### src/cbreg_pkg.sv
package cbreg_pkg;

  // ********************************************************
  // Register offsets
  // ********************************************************
  localparam logic [7:0] CBREG_OFF_REV_VENDOR = 8'h05;
  localparam logic [7:0] CBREG_OFF_DEVICE     = 8'h06;
  localparam logic [7:0] CBREG_OFF_BYTE_COUNT = 8'h07;
  localparam logic [7:0] CBREG_OFF_MASK_LOW   = 8'h08;
  localparam logic [7:0] CBREG_OFF_MASK_MID   = 8'h09;
  localparam logic [7:0] CBREG_OFF_MASK_HIGH  = 8'h0A;
  localparam logic [7:0] CBREG_OFF_IMP_19_17  = 8'h0B;
  localparam logic [7:0] CBREG_OFF_IMP_16_15  = 8'h0C;

  // ********************************************************
  // Identity codes (values arbitrary) and reset values
  // ********************************************************
  localparam logic [3:0] CBREG_REVISION_CODE  = 4'h2;
  localparam logic [3:0] CBREG_VENDOR_CODE    = 4'h9;
  localparam logic [7:0] CBREG_DEVICE_CODE    = 8'hA5;
  localparam logic [4:0] CBREG_BYTE_COUNT_RST = 5'h08;
  localparam logic [7:0] CBREG_MASK_RST       = 8'h00;
  localparam logic [7:0] CBREG_IMP_RST        = 8'h00;

  // ********************************************************
  // Field layout
  // ********************************************************
  localparam int CBREG_NUM_OUT     = 20;
  localparam int CBREG_IMP_FIRST   = 15;
  localparam int CBREG_NUM_IMP     = 5;
  localparam int CBREG_BC_WIDTH    = 5;
  localparam logic [7:0] CBREG_MASK_HIGH_WMASK = 8'h0F;
  localparam logic [7:0] CBREG_IMP_A_WMASK     = 8'hDB;
  localparam logic [7:0] CBREG_IMP_B_WMASK     = 8'h6C;

  localparam logic [1:0] CBREG_Z_NOMINAL = 2'h0;
  localparam logic [1:0] CBREG_Z_MINUS5  = 2'h1;
  localparam logic [1:0] CBREG_Z_PLUS5   = 2'h2;
  localparam logic [1:0] CBREG_Z_NOM_ALT = 2'h3;

  // Byte access request from the serial engine
  typedef struct packed {
    logic       wr_stb;
    logic       rd_stb;
    logic [7:0] addr;
    logic [7:0] wdata;
  } cbreg_req_t;

  // Read answer
  typedef struct packed {
    logic       valid;
    logic [7:0] rdata;
  } cbreg_rsp_t;

endpackage : cbreg_pkg

### src/cbreg_regs.sv
`timescale 1ns/1ps
// Notes on behaviour
// - Read-only byte: revision high, vendor low nibble
// - Read-only fixed device code byte, writes ignored
// - Byte count resets to eight; bits 7:5 zero
// - Masks act only while sideband enable high
// - Mask one forces enable; zero lets shift disable
// - Mask bytes map outputs 7..0, 15..8, 19..16
// - Masks read/write, reset zero, upper nibble zero
// - Impedance code: 00/11 nominal, 01 minus, 10 plus
// - First impedance byte: outputs 19, 18, 17
// - Second impedance byte: outputs 16, 15
// - Impedance bits read/write, reset to nominal
// - Access only via block transfers at slave address
// - Bytes completed before stop are kept
module cbreg_regs
  import cbreg_pkg::*;
(
  input  wire logic                    ref_clk,
  input  wire logic                    reset,
  input  wire logic                    clk_en,
  input  wire cbreg_req_t              req,
  input  wire logic                    sideband_enable_input,
  input  wire logic [CBREG_NUM_OUT-1:0] sideband_shift_enable,
  output cbreg_rsp_t                   rsp,
  output logic      [CBREG_BC_WIDTH-1:0] read_byte_count,
  output logic      [CBREG_NUM_OUT-1:0] clock_output_enable,
  output logic      [2*CBREG_NUM_IMP-1:0] impedance_sel
);

  // ********************************************************
  // Storage
  // ********************************************************
  logic [CBREG_BC_WIDTH-1:0]  byte_count_r;
  logic [CBREG_NUM_OUT-1:0]   mask_r;
  logic [7:0]                 imp_a_r;
  logic [7:0]                 imp_b_r;
  logic                       clk_en_wr;

  assign clk_en_wr = clk_en & req.wr_stb;

  // Each byte commits on its own strobe, so a stop after any byte keeps it
  always_ff @(posedge ref_clk or posedge reset) begin
    if (reset) begin
      byte_count_r <= CBREG_BYTE_COUNT_RST;
      mask_r       <= {CBREG_MASK_RST[3:0], CBREG_MASK_RST, CBREG_MASK_RST};
      imp_a_r      <= CBREG_IMP_RST;
      imp_b_r      <= CBREG_IMP_RST;
    end else if (clk_en_wr) begin
      case (req.addr)
        CBREG_OFF_BYTE_COUNT: byte_count_r <= req.wdata[CBREG_BC_WIDTH-1:0];
        CBREG_OFF_MASK_LOW:   mask_r[7:0]  <= req.wdata;
        CBREG_OFF_MASK_MID:   mask_r[15:8] <= req.wdata;
        CBREG_OFF_MASK_HIGH:  mask_r[19:16] <= req.wdata[3:0];
        CBREG_OFF_IMP_19_17:  imp_a_r <= req.wdata & CBREG_IMP_A_WMASK;
        CBREG_OFF_IMP_16_15:  imp_b_r <= req.wdata & CBREG_IMP_B_WMASK;
        default: ;
      endcase
    end
  end

  // ********************************************************
  // Read decode
  // ********************************************************
  logic [7:0] rd_mux;
  assign rd_mux =
    (req.addr == CBREG_OFF_REV_VENDOR) ? {CBREG_REVISION_CODE, CBREG_VENDOR_CODE} :
    (req.addr == CBREG_OFF_DEVICE)     ? CBREG_DEVICE_CODE :
    (req.addr == CBREG_OFF_BYTE_COUNT) ? {3'h0, byte_count_r} :
    (req.addr == CBREG_OFF_MASK_LOW)   ? mask_r[7:0] :
    (req.addr == CBREG_OFF_MASK_MID)   ? mask_r[15:8] :
    (req.addr == CBREG_OFF_MASK_HIGH)  ? {4'h0, mask_r[19:16]} :
    (req.addr == CBREG_OFF_IMP_19_17)  ? imp_a_r :
    (req.addr == CBREG_OFF_IMP_16_15)  ? imp_b_r : 8'h00;

  // ********************************************************
  // Output enable gating and impedance selectors
  // ********************************************************
  logic [CBREG_NUM_OUT-1:0]   oe_nxt;
  logic [2*CBREG_NUM_IMP-1:0] imp_nxt;

  genvar g;
  generate
    for (g = 0; g < CBREG_NUM_OUT; g++) begin : g_oe
      // Masks matter only in sideband mode; otherwise outputs stay enabled here
      assign oe_nxt[g] = ~sideband_enable_input | mask_r[g] | sideband_shift_enable[g];
    end
  endgenerate

  // Pair order: higher bit is the leading digit of the code
  assign imp_nxt[9:8] = imp_a_r[7:6];
  assign imp_nxt[7:6] = imp_a_r[4:3];
  assign imp_nxt[5:4] = imp_a_r[1:0];
  assign imp_nxt[3:2] = imp_b_r[6:5];
  assign imp_nxt[1:0] = imp_b_r[3:2];

  always_ff @(posedge ref_clk or posedge reset) begin
    if (reset) begin
      rsp                 <= '0;
      read_byte_count     <= CBREG_BYTE_COUNT_RST;
      clock_output_enable <= '1;
      impedance_sel       <= '0;
    end else if (clk_en) begin
      rsp.valid           <= req.rd_stb;
      rsp.rdata           <= req.rd_stb ? rd_mux : 8'h00;
      read_byte_count     <= byte_count_r;
      clock_output_enable <= oe_nxt;
      impedance_sel       <= imp_nxt;
    end
  end
endmodule : cbreg_regs

### config.mk
export PLATFORM = sky130hd
export DESIGN_NAME = cbreg_regs
export DESIGN_NICKNAME = d
export VERILOG_FILES = /design/src/cbreg_pkg.sv /design/src/cbreg_regs.sv
export SDC_FILE = /design/constraint.sdc
export NUM_CORES = 1
export LEC_CHECK = 0
export BUFFER_PORTS_ARGS = -buffer_cell sky130_fd_sc_hd__buf_2
export CORE_ASPECT_RATIO = 0.8
export CORE_UTILIZATION = 38
export CTS_CLUSTER_DIAMETER = 100
export CTS_CLUSTER_SIZE = 25
export DETAILED_ROUTE_END_ITERATION = 16
export PLACE_DENSITY = 0.66
export SYNTH_ARGS = -nofsm -noshare
export SYNTH_HDL_FRONTEND = slang
export SYNTH_SLANG_ARGS = --single-unit
### constraint.sdc
create_clock -name ref_clk -period 2.55 [get_ports ref_clk]
set_clock_uncertainty 0.15 [all_clocks]
set_input_delay 0.51 -clock ref_clk [delete_from_list [all_inputs] [get_ports ref_clk]]
set_output_delay 0.51 -clock ref_clk [all_outputs]
set_load 0.01 [all_outputs]
==> reports/summary.txt, run 1 <==
outcome = finished clean
Setup-failing EPs final = 0
Worst-Margin Slew = 646.6 ps
Max-cap violations = 0
largest net degree at the start of global routing = 80
Critical Path Slowest Stage Cell = or3b_1
clk slew on worst S/H paths = 60 ps
Critical Path Fanout Max = 6
Post-Route WL = 8653 um
setup slack, reg-to-reg = 1020 ps
RSZ-0062 raised after global routing = false
Final ANT Viol Nets = 0
R2R Path End = rsp[0]
Cell Int Power = 2.116 mW
DP HPWL = 6151 um
Clk Latency, worst-skew pair = 340 ps
Post-CTS Resized = 0
delay-heaviest family, CP = simple AND/OR/NAND/NOR gates
power share of the clock group = 0.423
Die X = 109.9 um
Slew Viols, Final = 0
vias in the first global route = 2443
initial antenna violation count = 0
layout cells sized above 1 = 0.4961
Layout area overhead = 24.90%
largest area contributor in the netlist = dfrtp_1
# diodes = 0
Slew HR = 0.5689
Mapped Area = 3537 sq um
Synth Instances = 289
Die ar. = 9701 sq um
FF+latch count, synth = 79
drt wl/cell = 17.31 um
min cycle time layout = 2306 ps
met3 routed WL = 596 um
CP Data Arrival Time = 2380 ps
Avg Inst Size Synth = 12.24 sq um
Sw Share = 0.2425
top sig layer = met4
CP Launch Type = input port
Async SR Flop Fraction = 1.000
top cells by area, synth = dfrtp_1 40%, dfstp_2 16%, mux2_2 16%
Metal-1 WL = 4235 um
TritonCTS clock tree = done
core area = 9037 sq um
Sink Count = 79
hold_ws = 127.5 ps
GRT Total Usage = 0.1897
CTS Hold Bufs = 0
Avg Vias per Cell = 5.190
HP Class = input port to asynchronous set/reset pin
f_max = 0.4336 GHz
Post-synth top cells = 57 x dfrtp_1, 51 x mux2_2, 26 x nor2_1, 22 x a21oi_1, 22 x dfstp_2
die height = 88.30 um
CP Capture Type = flop
Pleak = 2.105 nW
Buf/Inv on CP = 2
CP Class = input port to flop
total number of vias = 2595
power per cell area = 632.4 nW/um^2
total CTS buffers = 9
gpl congestion = 0.8522
period utilisation layout = 0.9044
Final nets = 422
drt first pass iters = 4
distinct cell type count after synthesis = 39
sw power = 677.6 uW
worst-case reg-to-reg path depth = 3
part of the power in combinational logic = 0.092
Congestion Overflow GR = 0
first-pass GRT wire length = 13320 um
CP max stage delay = 540 ps
clock root cell = clkbuf_16
crit-path cells = buf_2, or4_1, or3b_1, nor3_4, buf_4, mux2_2
Initial Util = 0.3914
Most used DFF post-synth = dfrtp_1
row count = 31
Flop pwr share = 0.485
YS warnings = 0
# DRC = 0
R2R Path Start = imp_a_r[0]
TNS Setup = 0 ps
Final Hold Vio Count = 0
setup bufs post-CTS = 0
CP required = 2620 ps
wire length on met2 = 3727 um
post-synthesis sequential area ratio = 0.5667
CTS Buffer Depth = 2
I/O pins = 86
Synth top area share = 0.4033
count leader, synth = dfrtp_1
Port-buffer cells = 85
initial drt markers = 86
H-tree depth = 3
number of enable flip-flop cells after synthesis = 0
Worst IR Drop VDD = 384.7 uV
Synth Net Count = 331
[final cells by class]
class                   instances  area (sq um)
fillers                       846          4619
flip-flops and latches         79          2004
multi-input cells             187          1445
repair buffers                 96         520.5
clock buffers                  11         242.7
well taps                     115         143.9
clock inverters                 5         31.28
inverters                       7         30.03
[metrics by stage]
| step | cells | power (mW) | utilization | setup WS [ps] | area, sq um |
|---|---|---|---|---|---|
| after CTS | 500 | 2.831 | 0.4889 | 252.6 | 4418 |
| final | 500 | 2.794 | 0.4889 | 243.8 | 4418 |
| after floorplan | 289 | 1.515 | - | 81.94 | 3541 |
| after global placement | 484 | 1.630 | 0.4585 | -71.91 | 4144 |
| after detailed placement | 484 | 1.637 | 0.4585 | -98.29 | 4144 |
| after global routing | 500 | 2.912 | 0.4889 | 182.1 | 4418 |
[metal layers]
layer / GRT usage / up-vias
met5: 0 / -
met3: 0.06112 / 10
li1: - / 1227
met2: 0.2676 / 83
met1: 0.2780 / 1275
met4: 0.05455 / 0
[logic make-up after synthesis]
| kind of cell | after synthesis | synth area share |
|---|---|---|
| flops | 79 | 0.5667 |
| mux | 57 | 0.1864 |
| simple gates | 83 | 0.1365 |
| compound gates | 47 | 0.08561 |
| buf+inv | 23 | 0.02476 |
[sequential cells by signal, summed over array words and instances (netlist names)]
| register | flops |
|---|---|
| byte_count_r | 5 |
| imp_a_r | 6 |
| read_byte_count | 5 |
| imp_b_r | 4 |
| impedance_sel | 10 |
| clock_output_enable | 20 |
| mask_r | 20 |
| rsp | 9 |
[power groups by stage]
stage          Sequential [mW]  Clock [mW]  Combinational (mW)
2_1_floorplan             1.39           0               0.128
3_3_place_gp              1.37           0               0.256
3_5_place_dp              1.38           0               0.261
4_1_cts                   1.35        1.21               0.262
5_1_grt                   1.36        1.26               0.287
6_report                  1.35        1.18               0.257
[worst reg2reg max path, delay by kind of cell (launching register included)]
| kind | cells | cell delay [ps] |
|---|---|---|
| DFF | 1 | 420 |
| AOI/OAI and AO/OA | 2 | 310 |
| muxes | 1 | 530 |
[how the worst max path moves through the flow]
stage / startpoint / end / slack [ps] / cells past startpoint
floorplan: req[15] / mask_r[0] / 80 / 5
global placement: req[15] / mask_r[4] / -70 / 6
detailed placement: req[15] / mask_r[3] / -100 / 6
CTS: req[15] / mask_r[2] / 250 / 6
global route: req[15] / mask_r[2] / 180 / 6
finish: req[15] / mask_r[2] / 240 / 6
[cells in the final DEF, fill, tap and decap left out, types with 6 or more instances in the layout]
cell type | synthesis | routed
a21oi_1 | 22 | 22
buf_2 | 1 | 85
buf_4 | 0 | 10
clkbuf_16 | 0 | 9
dfrtp_1 | 57 | 57
dfstp_2 | 22 | 22
inv_1 | 7 | 6
mux2_2 | 51 | 51
nand2_1 | 6 | 6
nor2_1 | 26 | 26
nor3b_1 | 21 | 21
Power figures use the tool's default switching activity.
==> run 2: changes to the inputs <==
- ABC_AREA: not set -> 1
- GPL_ROUTABILITY_DRIVEN: not set -> 0
==> reports/summary.txt, run 2 <==
post-synthesis sequential area ratio = 0.5750
row count = 30
vias in the first global route = 2697
# diodes = 0
largest area contributor in the netlist = dfrtp_1
Worst IR Drop VDD = 375.8 uV
Final Hold Vio Count = 0
setup bufs post-CTS = 0
Avg Inst Size Synth = 9.421 sq um
Post-synth top cells = 143 x nand2_1, 57 x dfrtp_1, 23 x inv_1, 22 x dfstp_2, 20 x o32a_1
FF+latch count, synth = 79
Setup-failing EPs final = 0
GRT Total Usage = 0.2037
CTS Buffer Depth = 2
# DRC = 0
Clk Latency, worst-skew pair = 330 ps
Slew HR = 0.7023
Max-cap violations = 0
Avg Vias per Cell = 5.045
Port-buffer cells = 85
delay-heaviest family, CP = flip-flops
Fillers = 853
CP max stage delay = 540 ps
Critical Path Slowest Stage Cell = dfstp_2
clock root cell = clkbuf_16
CTS Hold Bufs = 0
Final ANT Viol Nets = 0
Buf/Inv on CP = 1
RSZ-0062 raised after global routing = false
top flop regs = clock_output_enable: 20 flops, mask_r: 20 flops, impedance_sel: 10 flops
Synth top area share = 0.4092
hold_ws = 119.3 ps
I/O pins = 86
drt wl/cell = 15.43 um
power per cell area = 638.0 nW/um^2
min cycle time layout = 1658 ps
clk slew on worst S/H paths = 50 ps
distinct cell type count after synthesis = 27
Die X = 109.1 um
H-tree depth = 3
Die ar. = 9563 sq um
Post-Route WL = 8905 um
crit-path cells = buf_2
Post-CTS Resized = 0
TritonCTS clock tree = done
Critical Path Fanout Max = 2
most common cell after layout, fill and taps aside = nand2_1
total CTS buffers = 9
Congestion Overflow GR = 0
Most used DFF post-synth = dfrtp_1
Initial Util = 0.4020
YS warnings = 0
Sink Count = 79
Async SR Flop Fraction = 1.000
period utilisation layout = 0.6501
total number of vias = 2911
TNS Setup = 0 ps
Synth Instances = 370
Mapped Area = 3486 sq um
most frequent cells in the layout = 143 x nand2_1, 85 x buf_2, 57 x dfrtp_1
initial antenna violation count = 0
largest net degree at the start of global routing = 80
drt first pass iters = 4
Slew Viols, Final = 0
f_max = 0.6032 GHz
CP Capture Type = output port
HP Class = input port to asynchronous set/reset pin
core area = 8671 sq um
Power Total = 2.749 mW
outcome = finished clean
DP HPWL = 6586 um
number of enable flip-flop cells after synthesis = 0
CP Launch Type = flop
Worst-Margin Slew = 444.9 ps
Final nets = 502
initial drt markers = 206
layout cells sized above 1 = 0.3333
Synth Net Count = 412
CP required = 1890 ps
count leader, synth = nand2_1
top cells by area, synth = dfrtp_1 41%, dfstp_2 17%, nand2_1 15%
Pleak = 2.240 nW
CP Class = flop to output port
Layout area overhead = 23.62%
CP Data Arrival Time = 1000 ps
die height = 87.67 um
first-pass GRT wire length = 14110 um
run 2: where the power goes:
part	internal [mW]	switching (mW)
Sequential	1.32	0.0345
Clock	0.684	0.469
Combinational	0.0939	0.145
run 2: logic make-up after synthesis:
logic type      share of synthesized area
buf+inv                           0.04846
compound gates                     0.1385
flops                              0.5750
simple gates                       0.2380
run 2: path summary, 6_finish.rpt:
path | startpoint | cells after the start | slack [ps] | to
hold reg to reg | impedance_sel[4] | 2 | 310 | impedance_sel[4]
hold / removal | reset | 3 | 120 | impedance_sel[0]
min in group ref_clk | sideband_shift_enable[14] | 2 | 260 | clock_output_enable[14]
max in group asynchronous | reset | 3 | 1750 | clock_output_enable[3]
setup reg to reg | mask_r[11] | 9 | 1270 | rsp[3]
setup / recovery | clock_output_enable[13] | 1 | 890 | clock_output_enable[13]
run 2: layout make-up:
class,count,area (sq um),share of cell area
flip-flops and latches,79,2004,0.4652
multi-input cells,253,1313,0.3046
repair buffers,90,475.5,0.1103
clock buffers,13,250.2,0.05807
well taps,112,140.1,0.03252
inverters,27,107.6,0.02497
clock inverters,3,18.77,0.004355
run 2: per-layer routing:
metal / vias to the layer above / wire [um] / global-route usage
li1: 1408 / - / -
met1: 1372 / 4282 / 0.2916
met2: 123 / 3697 / 0.2899
met3: 8 / 834 / 0.07515
met4: 0 / 91 / 0.05283
met5: - / 0 / 0
run 2: stage by stage:
| step | util | std cells | cell area, sq um | worst slack (ps) |
|---|---|---|---|---|
| CTS | 0.4970 | 577 | 4309 | 876.1 |
| finish | 0.4970 | 577 | 4309 | 892.1 |
| detailed placement | 0.4659 | 561 | 4040 | 569.6 |
| floorplan | - | 370 | 3490 | 911.5 |
| global route | 0.4970 | 577 | 4309 | 773.2 |
| global placement | 0.4659 | 561 | 4040 | 587.3 |
